[config.mk]
export PLATFORM = sky130hd
export DESIGN_NAME = adcctl_top
export DESIGN_NICKNAME = d
export VERILOG_FILES = /design/src/hdl/adcctl_pkg.sv /design/src/hdl/adcctl_top.sv
export VERILOG_INCLUDE_DIRS = /design/src /design/src/hdl
export SDC_FILE = /design/constraint.sdc
export NUM_CORES = 1
export LEC_CHECK = 0
export BUFFER_PORTS_ARGS = -buffer_cell sky130_fd_sc_hd__buf_2
export CELL_PAD_IN_SITES_DETAIL_PLACEMENT = 0
export CELL_PAD_IN_SITES_GLOBAL_PLACEMENT = 1
export CORE_AREA = 2 2 105 107
export DETAILED_ROUTE_END_ITERATION = 10
export DIE_AREA = 0 0 107 109
export GPL_TIMING_DRIVEN = 0
export PLACE_DENSITY = 0.93
export SYNTH_ARGS = -nofsm -noshare
export SYNTH_HDL_FRONTEND = slang
export SYNTH_SLANG_ARGS = --single-unit
[constraint.sdc]
create_clock -name CLK_SYS -period 6.65 [get_ports CLK_SYS]
set_clock_uncertainty 0.05 [all_clocks]
set_input_delay 1.995 -clock CLK_SYS [delete_from_list [all_inputs] [get_ports CLK_SYS]]
set_output_delay 1.995 -clock CLK_SYS [all_outputs]
set_load 0.05 [all_outputs]
[src/hdl/adcctl_defines.svh]
// constants for the converter control block
`ifndef ADCCTL_DEFINES_SVH
`define ADCCTL_DEFINES_SVH
// register byte addresses
`define ADCCTL_OFS_CTRL0     12'h000
`define ADCCTL_OFS_CTRL1     12'h004
`define ADCCTL_OFS_RES_HI    12'h008
`define ADCCTL_OFS_RES_LO    12'h00C
`define ADCCTL_OFS_IRQ_STAT  12'h010
`define ADCCTL_OFS_IRQ_MASK  12'h014
`define ADCCTL_OFS_PIN_CFG   12'h018
// field positions
`define ADCCTL_BIT_START     7
`define ADCCTL_BIT_BUSY      6
`define ADCCTL_BIT_ENABLE    5
`define ADCCTL_BIT_JUSTIFY   4
`define ADCCTL_BIT_DONE      0
// reset values
`define ADCCTL_RST_CTRL0     8'h00
`define ADCCTL_RST_CTRL1     8'h00
`define ADCCTL_RST_PIN_CFG   8'h00
// valid pin mask: inputs 0 to 3 and 7
`define ADCCTL_PIN_MASK      8'h8F
// conversion clocks spent sampling before the bit decisions
`define ADCCTL_SAMPLE_TICKS  4
`endif

[src/hdl/adcctl_pkg.sv]
// types shared by the converter control block
package adcctl_pkg;
  typedef struct packed {
    logic       start;
    logic       busy;
    logic       enable;
    logic       justify;
    logic [3:0] ext_ch;
  } adcctl_ctrl0_t;
  typedef struct packed {
    logic [2:0] source;
    logic [1:0] vref;
    logic [2:0] clkdiv;
  } adcctl_ctrl1_t;
  typedef struct packed {
    logic [11:0] paddr;
    logic        psel;
    logic        penable;
    logic        pwrite;
    logic [31:0] pwdata;
  } adcctl_apb_req_t;
  typedef struct packed {
    logic [31:0] prdata;
    logic        pready;
    logic        pslverr;
  } adcctl_apb_rsp_t;
  typedef enum logic [1:0] { ST_IDLE, ST_SAMPLE, ST_CONVERT } adcctl_state_t;
endpackage : adcctl_pkg

[src/hdl/adcctl_top.sv]
// converter control registers, sequencer and input routing
// How it works
// - every conversion yields a twelve bit result, any source
// - justify 0: high byte bits 11..4, low byte bits 3..0 then zeros
// - justify 1: high byte zeros then bits 11..8, low byte bits 7..0
// - result byte positions carrying no result bit read as zero
// - while disabled both result registers keep their contents
// - conversion starts only after start bit written high then low
// - busy flag bit 6 sets once the start pulse completes
// - busy clears when conversion ends; zero means idle
// - enable bit 5 must be one; zero powers the converter down
// - channel codes 0..3 route inputs 0..3, 7 routes input 7
// - channel codes 8..15 select nothing, converter input floats
// - source field picks an internal signal or the external channel
// - one converter; only one input is routed at any time
// - analog pins lose digital function and pull-high resistor
// - source 000 external, 001..100 internal, 101..111 external again
// - clock field divides system clock by 1 up to 128
// - conversion end sets interrupt flag, raises interrupt if enabled
`include "adcctl_defines.svh"
`timescale 1ns/100ps
`default_nettype none
module adcctl_top #(
  parameter int RES_W = 12
) (
  input  wire logic                     CLK_SYS,
  input  wire logic                     RESET,
  input  wire adcctl_pkg::adcctl_apb_req_t APB_REQ,
  output var  adcctl_pkg::adcctl_apb_rsp_t APB_RSP,
  input  wire logic                     SAR_CMP_HIGH,
  output logic [RES_W-1:0]              SAR_DAC_CODE,
  output logic                          ADC_POWER_EN,
  output logic                          ADC_SAMPLE,
  output logic                          ADC_VREF_INTERNAL,
  output logic [7:0]                    EXT_CH_SEL,
  output logic [3:0]                    INT_SRC_SEL,
  output logic [7:0]                    PIN_DIGITAL_OFF,
  output logic [7:0]                    PIN_PULLUP_OFF,
  output logic                          IRQ
);
  import adcctl_pkg::*;

  localparam int unsigned SAMPLE_LAST = `ADCCTL_SAMPLE_TICKS - 1;

  adcctl_ctrl0_t      ctrl0_r;
  adcctl_ctrl1_t      ctrl1_r;
  logic [7:0]         pin_cfg_r;
  logic [7:0]         irq_mask_r;
  logic               done_stat_r;
  logic [RES_W-1:0]   result_r;
  logic [RES_W-1:0]   code_r;
  logic [RES_W-1:0]   code_nxt;
  logic [RES_W-1:0]   bit_mask_r;
  logic [2:0]         samp_cnt_r;
  logic [6:0]         div_cnt_r;
  logic [6:0]         div_top;
  logic               tick;
  adcctl_state_t      state_r;
  logic               wr_setup;
  logic               rd_setup;
  logic               acc_done;
  logic               addr_ok;
  logic               wr_ctrl0;
  logic               launch;
  logic               conv_done;
  logic [7:0]         res_hi;
  logic [7:0]         res_lo;
  logic [7:0]         rd_val;
  logic [31:0]        prdata_r;
  logic               rd_stat_r;
  logic [11:0]        conv_cyc_r;
  logic [11:0]        conv_len;

  // apb phases; read data is captured in setup, writes land at access end
  assign acc_done = APB_REQ.psel & APB_REQ.penable;
  assign rd_setup = APB_REQ.psel & ~APB_REQ.penable & ~APB_REQ.pwrite;
  assign wr_setup = acc_done & APB_REQ.pwrite;

  // address decode
  always_comb begin
    case (APB_REQ.paddr)
      `ADCCTL_OFS_CTRL0, `ADCCTL_OFS_CTRL1, `ADCCTL_OFS_RES_HI,
      `ADCCTL_OFS_RES_LO, `ADCCTL_OFS_IRQ_STAT, `ADCCTL_OFS_IRQ_MASK,
      `ADCCTL_OFS_PIN_CFG: addr_ok = 1'b1;
      default: addr_ok = 1'b0;
    endcase
  end

  assign wr_ctrl0 = wr_setup & (APB_REQ.paddr == `ADCCTL_OFS_CTRL0);

  assign launch = wr_ctrl0 & ctrl0_r.start
                & ~APB_REQ.pwdata[`ADCCTL_BIT_START]
                & ctrl0_r.enable & APB_REQ.pwdata[`ADCCTL_BIT_ENABLE]
                & (state_r == ST_IDLE);

  // control register 0, busy is hardware owned
  always_ff @(posedge CLK_SYS) begin
    if (RESET) begin
      ctrl0_r <= `ADCCTL_RST_CTRL0;
    end else begin
      if (wr_ctrl0) begin
        ctrl0_r.start   <= APB_REQ.pwdata[`ADCCTL_BIT_START];
        ctrl0_r.enable  <= APB_REQ.pwdata[`ADCCTL_BIT_ENABLE];
        ctrl0_r.justify <= APB_REQ.pwdata[`ADCCTL_BIT_JUSTIFY];
        ctrl0_r.ext_ch  <= APB_REQ.pwdata[3:0];
      end
      if (launch) begin
        ctrl0_r.busy <= 1'b1;
      end else if (conv_done | ~ctrl0_r.enable) begin
        ctrl0_r.busy <= 1'b0;
      end
    end
  end

  // control 1, pin configuration and interrupt mask
  always_ff @(posedge CLK_SYS) begin
    if (RESET) begin
      ctrl1_r    <= `ADCCTL_RST_CTRL1;
      pin_cfg_r  <= `ADCCTL_RST_PIN_CFG;
      irq_mask_r <= 8'h00;
    end else if (wr_setup) begin
      case (APB_REQ.paddr)
        `ADCCTL_OFS_CTRL1:    ctrl1_r    <= APB_REQ.pwdata[7:0];
        `ADCCTL_OFS_PIN_CFG:  pin_cfg_r  <= APB_REQ.pwdata[7:0]
                                          & `ADCCTL_PIN_MASK;
        `ADCCTL_OFS_IRQ_MASK: irq_mask_r <= {7'h00, APB_REQ.pwdata[0]};
        default: ;
      endcase
    end
  end

  // divide by two to the power of the clock field
  assign div_top = 7'((8'h01 << ctrl1_r.clkdiv) - 8'h01);
  assign tick    = (div_cnt_r == div_top);

  // conversion clock divider, held while idle to align the first period
  always_ff @(posedge CLK_SYS) begin
    if (RESET) begin
      div_cnt_r <= 7'h00;
    end else if (state_r == ST_IDLE || tick) begin
      div_cnt_r <= 7'h00;
    end else begin
      div_cnt_r <= div_cnt_r + 7'h01;
    end
  end

  // successive approximation step on the comparator decision
  always_comb begin
    code_nxt = SAR_CMP_HIGH ? code_r : (code_r & ~bit_mask_r);
    code_nxt = code_nxt | (bit_mask_r >> 1);
  end

  assign conv_done = (state_r == ST_CONVERT) & tick & bit_mask_r[0]
                   & ctrl0_r.enable;

  // sequencer: sample, then one decision per result bit
  always_ff @(posedge CLK_SYS) begin
    if (RESET) begin
      state_r    <= ST_IDLE;
      samp_cnt_r <= 3'h0;
      code_r     <= '0;
      bit_mask_r <= '0;
    end else if (~ctrl0_r.enable) begin
      state_r    <= ST_IDLE;
      bit_mask_r <= '0;
    end else begin
      case (state_r)
        ST_IDLE: begin
          if (launch) begin
            state_r    <= ST_SAMPLE;
            samp_cnt_r <= 3'h0;
          end
        end
        ST_SAMPLE: begin
          if (tick) begin
            samp_cnt_r <= samp_cnt_r + 3'h1;
            if (samp_cnt_r == 3'(SAMPLE_LAST)) begin
              state_r    <= ST_CONVERT;
              code_r     <= {1'b1, {(RES_W-1){1'b0}}};
              bit_mask_r <= {1'b1, {(RES_W-1){1'b0}}};
            end
          end
        end
        ST_CONVERT: begin
          if (tick) begin
            code_r     <= code_nxt;
            bit_mask_r <= bit_mask_r >> 1;
            if (bit_mask_r[0]) begin
              state_r <= ST_IDLE;
            end
          end
        end
        default: state_r <= ST_IDLE;
      endcase
    end
  end

  // result loads on the edge busy clears
  // only a finished enabled conversion loads it
  always_ff @(posedge CLK_SYS) begin
    if (RESET) begin
      result_r <= '0;
    end else if (conv_done) begin
      result_r <= code_nxt;
    end
  end

  // done flag sticky, set wins over the read clear
  always_ff @(posedge CLK_SYS) begin
    if (RESET) begin
      done_stat_r <= 1'b0;
    end else if (conv_done) begin
      done_stat_r <= 1'b1;
    end else if (rd_stat_r & acc_done) begin
      done_stat_r <= 1'b0;
    end
  end

  assign IRQ = done_stat_r & irq_mask_r[`ADCCTL_BIT_DONE];

  always_comb begin
    if (ctrl0_r.justify) begin
      res_hi = {4'h0, result_r[11:8]};
      res_lo = result_r[7:0];
    end else begin
      res_hi = result_r[11:4];
      res_lo = {result_r[3:0], 4'h0};
    end
  end

  // read multiplexer
  always_comb begin
    case (APB_REQ.paddr)
      `ADCCTL_OFS_CTRL0:    rd_val = ctrl0_r;
      `ADCCTL_OFS_CTRL1:    rd_val = ctrl1_r;
      `ADCCTL_OFS_RES_HI:   rd_val = res_hi;
      `ADCCTL_OFS_RES_LO:   rd_val = res_lo;
      `ADCCTL_OFS_IRQ_STAT: rd_val = {7'h00, done_stat_r};
      `ADCCTL_OFS_IRQ_MASK: rd_val = irq_mask_r;
      `ADCCTL_OFS_PIN_CFG:  rd_val = pin_cfg_r;
      default:              rd_val = 8'h00;
    endcase
  end

  // read data captured in setup phase
  always_ff @(posedge CLK_SYS) begin
    if (RESET) begin
      prdata_r  <= 32'h0000_0000;
      rd_stat_r <= 1'b0;
    end else if (rd_setup) begin
      prdata_r  <= {24'h00_0000, rd_val};
      rd_stat_r <= (APB_REQ.paddr == `ADCCTL_OFS_IRQ_STAT);
    end else if (acc_done) begin
      rd_stat_r <= 1'b0;
    end
  end

  // apb answer, no wait states
  always_comb begin
    APB_RSP.prdata  = prdata_r;
    APB_RSP.pready  = 1'b1;
    APB_RSP.pslverr = acc_done & ~addr_ok;
  end

  assign ADC_POWER_EN      = ctrl0_r.enable;
  assign ADC_SAMPLE        = (state_r == ST_SAMPLE);
  assign ADC_VREF_INTERNAL = (ctrl1_r.vref == 2'b01);
  assign SAR_DAC_CODE      = code_r;

  always_comb begin
    EXT_CH_SEL  = 8'h00;
    INT_SRC_SEL = 4'h0;
    if (ctrl0_r.enable) begin
      case (ctrl1_r.source)
        3'b001, 3'b010, 3'b011, 3'b100: begin
          INT_SRC_SEL = 4'(4'h1 << (ctrl1_r.source - 3'b001));
        end
        default: begin
          if (ctrl0_r.ext_ch[3] == 1'b0) begin
            EXT_CH_SEL = 8'(8'h01 << ctrl0_r.ext_ch[2:0])
                       & `ADCCTL_PIN_MASK;
          end
        end
      endcase
    end
  end

  // analog pins drop digital path and pull-high
  assign PIN_DIGITAL_OFF = pin_cfg_r;
  assign PIN_PULLUP_OFF  = pin_cfg_r;

  // expected busy span, sample plus bit ticks
  assign conv_len = 12'(`ADCCTL_SAMPLE_TICKS + RES_W) << ctrl1_r.clkdiv;

  // system cycles spent busy since the launch
  always_ff @(posedge CLK_SYS) begin
    if (RESET) begin
      conv_cyc_r <= 12'h000;
    end else if (launch) begin
      conv_cyc_r <= 12'h000;
    end else if (ctrl0_r.busy) begin
      conv_cyc_r <= conv_cyc_r + 12'h001;
    end
  end

  // checks next to the logic they guard
  a_busy_on_start: assert property (
    @(posedge CLK_SYS) disable iff (RESET)
    launch |=> ctrl0_r.busy ##1 ADC_SAMPLE)
    else $error("busy or sampling missing after start");
  a_start_pulse: assert property (
    @(posedge CLK_SYS) disable iff (RESET)
    $rose(ctrl0_r.busy) |-> $past(launch))
    else $error("busy rose without a start pulse");
  a_busy_clear: assert property (
    @(posedge CLK_SYS) disable iff (RESET)
    conv_done |=> !ctrl0_r.busy)
    else $error("busy still set after conversion end");
  a_off_no_busy: assert property (
    @(posedge CLK_SYS) disable iff (RESET)
    !ctrl0_r.enable |=> !ctrl0_r.busy && state_r == ST_IDLE)
    else $error("busy while disabled");
  a_result_hold: assert property (
    @(posedge CLK_SYS) disable iff (RESET)
    !ctrl0_r.enable |=> $stable(result_r))
    else $error("result changed while disabled");
  a_busy_result: assert property (
    @(posedge CLK_SYS) disable iff (RESET)
    $fell(ctrl0_r.busy) && $past(ctrl0_r.enable)
      |-> result_r == $past(code_nxt))
    else $error("result not loaded as busy fell");
  a_left_zero: assert property (
    @(posedge CLK_SYS) disable iff (RESET)
    !ctrl0_r.justify |-> res_lo[3:0] == 4'h0 && res_hi == result_r[11:4])
    else $error("left justified layout wrong");
  a_right_zero: assert property (
    @(posedge CLK_SYS) disable iff (RESET)
    ctrl0_r.justify |-> res_hi[7:4] == 4'h0 && res_lo == result_r[7:0])
    else $error("right justified layout wrong");
  a_route_channel: assert property (
    @(posedge CLK_SYS) disable iff (RESET)
    ctrl0_r.enable && !(ctrl1_r.source inside {[3'd1:3'd4]})
      && (ctrl0_r.ext_ch inside {[4'd0:4'd3], 4'd7})
      |-> EXT_CH_SEL[ctrl0_r.ext_ch[2:0]] && $onehot(EXT_CH_SEL))
    else $error("existing channel not routed");
  a_float_high: assert property (
    @(posedge CLK_SYS) disable iff (RESET)
    ctrl0_r.ext_ch[3] || ctrl0_r.ext_ch inside {[4:6]}
      |-> EXT_CH_SEL == 8'h00)
    else $error("missing channel routed");
  a_one_input: assert property (
    @(posedge CLK_SYS) disable iff (RESET)
    $onehot0({EXT_CH_SEL, INT_SRC_SEL}))
    else $error("two inputs routed");
  a_pin_analog: assert property (
    @(posedge CLK_SYS) disable iff (RESET)
    PIN_PULLUP_OFF == PIN_DIGITAL_OFF
      && (PIN_DIGITAL_OFF & ~`ADCCTL_PIN_MASK) == 8'h00)
    else $error("pin digital and pull-high controls differ");
  a_done_flag: assert property (
    @(posedge CLK_SYS) disable iff (RESET)
    conv_done |=> done_stat_r && (IRQ == irq_mask_r[0]))
    else $error("done flag or interrupt missing");
  a_div_full: assert property (
    @(posedge CLK_SYS) disable iff (RESET)
    ctrl1_r.clkdiv == 3'h0 && ADC_SAMPLE |-> tick)
    else $error("undivided clock missed tick");
  a_conv_length: assert property (
    @(posedge CLK_SYS) disable iff (RESET)
    conv_done |-> conv_cyc_r == conv_len - 12'h001)
    else $error("conversion length does not match divider");
endmodule : adcctl_top
`default_nettype wire

==> impl_metrics.xml <==
<?xml version="1.0" encoding="UTF-8"?>
<metrics>
  <group name="final_layout">
    <metric name="nFillCells" unit="">997</metric>
    <metric name="layoutNonFillerInstCount" unit="">750</metric>
    <metric name="proportion_of_layout_cells_with_a_drive_suffix_above_1" unit="">0.239</metric>
    <metric name="area.growth.synth_to_final" unit="%">18.7</metric>
    <metric name="num_antenna_cells" unit="">0</metric>
    <metric name="finalNetCount" unit="">659</metric>
    <metric name="fin_area" unit="µm²">5050</metric>
    <metric name="finalCoreUtilization" unit="">0.477</metric>
  </group>
  <group name="clock_network">
    <metric name="cts_root_buffer" unit="">sky130_fd_sc_hd__clkbuf_8</metric>
    <metric name="cts_max_level" unit="">3</metric>
    <metric name="cts_repair_resize_count" unit="">0</metric>
    <metric name="tritoncts_clock_tree" unit="">built</metric>
    <metric name="ctsLongestPathBuffers" unit="">2</metric>
    <metric name="cts_inserted_buffers" unit="">9</metric>
    <metric name="clk_latency" unit="ns">0.35</metric>
    <metric name="clk_pin_slew" unit="ns">0.09</metric>
    <metric name="clock-sinks" unit="">80</metric>
    <metric name="post-cts-setup-buffers" unit="">0</metric>
    <metric name="ctsHoldBuffers" unit="">0</metric>
  </group>
  <group name="grt">
    <metric name="grt_pass1_wl" unit="mm">17.6</metric>
    <metric name="first_global_vias" unit="">3604</metric>
    <metric name="gr-total-overflow" unit="">0</metric>
    <metric name="gr-usage-all-layers" unit="">0.192</metric>
    <metric name="antenna_found_initial" unit="">0</metric>
    <metric name="grt_max_degree" unit="">13</metric>
  </group>
  <group name="run_status">
    <metric name="run_status" unit="">finished, final reports clean</metric>
  </group>
  <group name="yosys">
    <metric name="synth.yosys.seq_area_share" unit="">0.376</metric>
    <metric name="postSynthAreaPerCell" unit="µm²">8.58</metric>
    <metric name="yosys.cell_types.count" unit="">55</metric>
    <metric name="synth-seq-cells" unit="">80</metric>
    <metric name="post_synth_inst_count" unit="">496</metric>
    <metric name="most_common_flop_cell_mapped_by_yosys" unit="">sky130_fd_sc_hd__dfxtp_1</metric>
    <metric name="netlist_area" unit="µm²">4260</metric>
    <metric name="count_of_yosys_warnings_during_synthesis" unit="">0</metric>
    <metric name="synth-async-reset-ratio" unit="">0</metric>
    <metric name="post_synth_edffs" unit="">0</metric>
  </group>
  <group name="routing">
    <metric name="drc_viols" unit="">0</metric>
    <metric name="drt_iter0_markers" unit="">248</metric>
    <metric name="routed_wire_length_per_instance" unit="µm">14.7</metric>
    <metric name="drt_wl_total" unit="mm">11.0</metric>
    <metric name="first_pass_iters" unit="">5</metric>
    <metric name="antenna_left" unit="">0</metric>
    <metric name="route.detailed.vias_per_inst" unit="">5.25</metric>
    <metric name="dr_total_vias" unit="">3935</metric>
  </group>
  <group name="placement">
    <metric name="count_of_input_and_output_buffers" unit="">67</metric>
    <metric name="dp_hpwl" unit="mm">8.42</metric>
    <metric name="place_area" unit="µm²">4890</metric>
    <metric name="placed_cells" unit="">735</metric>
    <metric name="place.gp.congestion" unit="">0.920</metric>
    <metric name="pre_cts_ws" unit="ns">0.897</metric>
  </group>
  <group name="timing">
    <metric name="fin_tns_setup" unit="ns">0</metric>
    <metric name="min_period_over_period" unit="">0.877</metric>
    <metric name="slew_headroom" unit="">0.404</metric>
    <metric name="grt_setup_unrepaired" unit="">false</metric>
    <metric name="fin_ws" unit="ns">0.819</metric>
    <metric name="setup_viol_count_final" unit="">0</metric>
    <metric name="layout_min_cycle_time" unit="ns">5.83</metric>
    <metric name="finalHoldViolCount" unit="">0</metric>
    <metric name="slew_violations" unit="">0</metric>
    <metric name="timing_worst_slew_pin_value" unit="ns">0.892</metric>
    <metric name="fmaxAchievable" unit="MHz">171</metric>
  </group>
  <group name="flow_run">
    <metric name="maxCapViolCount" unit="">0</metric>
  </group>
  <group name="floorplanning">
    <metric name="design.portCount" unit="">128</metric>
    <metric name="initial_core_util" unit="">0.402</metric>
    <metric name="num_rows" unit="">38</metric>
    <metric name="floorplan.core_area" unit="µm²">10600</metric>
    <metric name="die_h" unit="µm">109</metric>
    <metric name="chipWidth" unit="µm">107</metric>
    <metric name="die_area" unit="µm²">11700</metric>
  </group>
  <group name="worst_setup_path">
    <metric name="data_arrival_time_at_the_worst_slack_endpoint" unit="ns">3.79</metric>
    <metric name="worst-endpoint-required" unit="ns">4.61</metric>
    <metric name="timing.setup.critical_path_class" unit="">primary input to primary output</metric>
    <metric name="element_type_at_the_critical_path_end" unit="">primary output</metric>
    <metric name="kind_of_start_point_of_the_critical_path" unit="">primary input</metric>
    <metric name="crit_fanout" unit="">10</metric>
    <metric name="reg2regPathDepth" unit="">8</metric>
  </group>
  <group name="min_path">
    <metric name="hold_path.class" unit="">register to register</metric>
    <metric name="hold_depth" unit="">2</metric>
  </group>
  <group name="power">
    <metric name="max-vdd-ir-drop" unit="V">0.0000765</metric>
    <metric name="cellPowerDensity" unit="nW/µm²">177</metric>
    <metric name="p_leak" unit="nW">2.23</metric>
  </group>
</metrics>
-- area by class of cell --
cell class	count	area, µm²	share of cell area
Timing Repair Buffer	67	335	0.0664
Multi-Input combinational cell	359	2240	0.444
Sequential cell	80	1600	0.317
Clock buffer	12	145	0.0287
Clock inverter	3	18.8	0.00371
Inverter	21	78.8	0.0156
Tap cell	140	175	0.0347
Buffer	68	454	0.0899
-- synthesized netlist by cell type, types with 8 or more instances --
cell type	count	share of area
sky130_fd_sc_hd__a21oi_1	27	0.032
sky130_fd_sc_hd__nor2_1	36	0.032
sky130_fd_sc_hd__a22o_1	27	0.056
sky130_fd_sc_hd__mux2_4	8	0.028
sky130_fd_sc_hd__mux2i_1	19	0.045
sky130_fd_sc_hd__and3_1	8	0.012
sky130_fd_sc_hd__nand2_1	43	0.038
sky130_fd_sc_hd__inv_1	21	0.019
sky130_fd_sc_hd__nor2b_1	18	0.026
sky130_fd_sc_hd__clkbuf_1	19	0.017
sky130_fd_sc_hd__o21ai_0	23	0.027
sky130_fd_sc_hd__dfxtp_1	80	0.38
sky130_fd_sc_hd__nand3_1	16	0.019
sky130_fd_sc_hd__buf_4	39	0.069
-- cell families (layout without fill, tap and decap cells) --
| kind of cell | after synthesis | in the layout | share of synthesized area |
|---|---|---|---|
| AOI/OAI and AO/OA | 111 | 111 | 0.175 |
| xor gates and xnor gates | 6 | 6 | 0.0123 |
| adders and majority gates | 3 | 3 | 0.00882 |
| buffers and inverters | 89 | 171 | 0.125 |
| DFF | 80 | 80 | 0.376 |
| muxes | 33 | 33 | 0.0887 |
| other | 2 | 34 | 0.00176 |
| and+or+nand+nor | 172 | 172 | 0.212 |
-- through the flow --
| stage | hold slack, ns | power [mW] |
|---|---|---|
| floorplan | 0.382 | 0.574 |
| global placement | 0.388 | 0.594 |
| detailed placement | 0.400 | 0.595 |
| CTS | 0.416 | 0.902 |
| global route | 0.438 | 0.929 |
| finish | 0.413 | 0.895 |
-- state kept, by name (all words and copies together) (netlist names), 5 cells and up --
name             count
result_r            12
ctrl0_r              7
PIN_DIGITAL_OFF      5
prdata_r             8
div_cnt_r            7
SAR_DAC_CODE        12
ctrl1_r              8
bit_mask_r          12
-- layout by cell type, fill, tap and decap left out, types with 16 or more instances in the layout --
cell type / count
sky130_fd_sc_hd__buf_2: 70
sky130_fd_sc_hd__nand2_1: 43
sky130_fd_sc_hd__a21oi_1: 27
sky130_fd_sc_hd__a22o_1: 27
sky130_fd_sc_hd__nand3_1: 16
sky130_fd_sc_hd__dfxtp_1: 80
sky130_fd_sc_hd__mux2i_1: 19
sky130_fd_sc_hd__nor2_1: 36
sky130_fd_sc_hd__nor2b_1: 18
sky130_fd_sc_hd__conb_1: 34
sky130_fd_sc_hd__buf_4: 39
sky130_fd_sc_hd__o21ai_0: 23
sky130_fd_sc_hd__clkbuf_1: 21
sky130_fd_sc_hd__inv_1: 21
-- metal layers --
metal	GRT usage	routed length, µm	up-vias
li1	-	-	1913
met1	0.238	4690	1817
met2	0.323	5200	186
met3	0.0430	880	19
met4	0.0807	241	0
met5	0	0	-
-- where the power goes --
group | leakage, nW | switching (mW) | internal, mW
clock | 0.0862 | 0.167 | 0.143
sequential | 0.645 | 0.00153 | 0.480
combinational | 1.50 | 0.0756 | 0.0271
-- final timing paths --
path                                  start            end  slack [ns]
worst max-delay path            APB_REQ[44]     APB_RSP[0]        0.82
worst min register to register    rd_stat_r      rd_stat_r        0.41
worst min-delay path              rd_stat_r      rd_stat_r        0.41
worst max register to register   ctrl1_r[2]  bit_mask_r[9]        3.75
-- critical path: stages --
cell and delay, ns:
sky130_fd_sc_hd__buf_2 0.09, sky130_fd_sc_hd__nor4_1 0.59, sky130_fd_sc_hd__and2_0 0.34, sky130_fd_sc_hd__clkbuf_1 0.39, sky130_fd_sc_hd__a31oi_1 0.15, sky130_fd_sc_hd__buf_2 0.24
No activity file was read; power rests on OpenSTA's default activity.
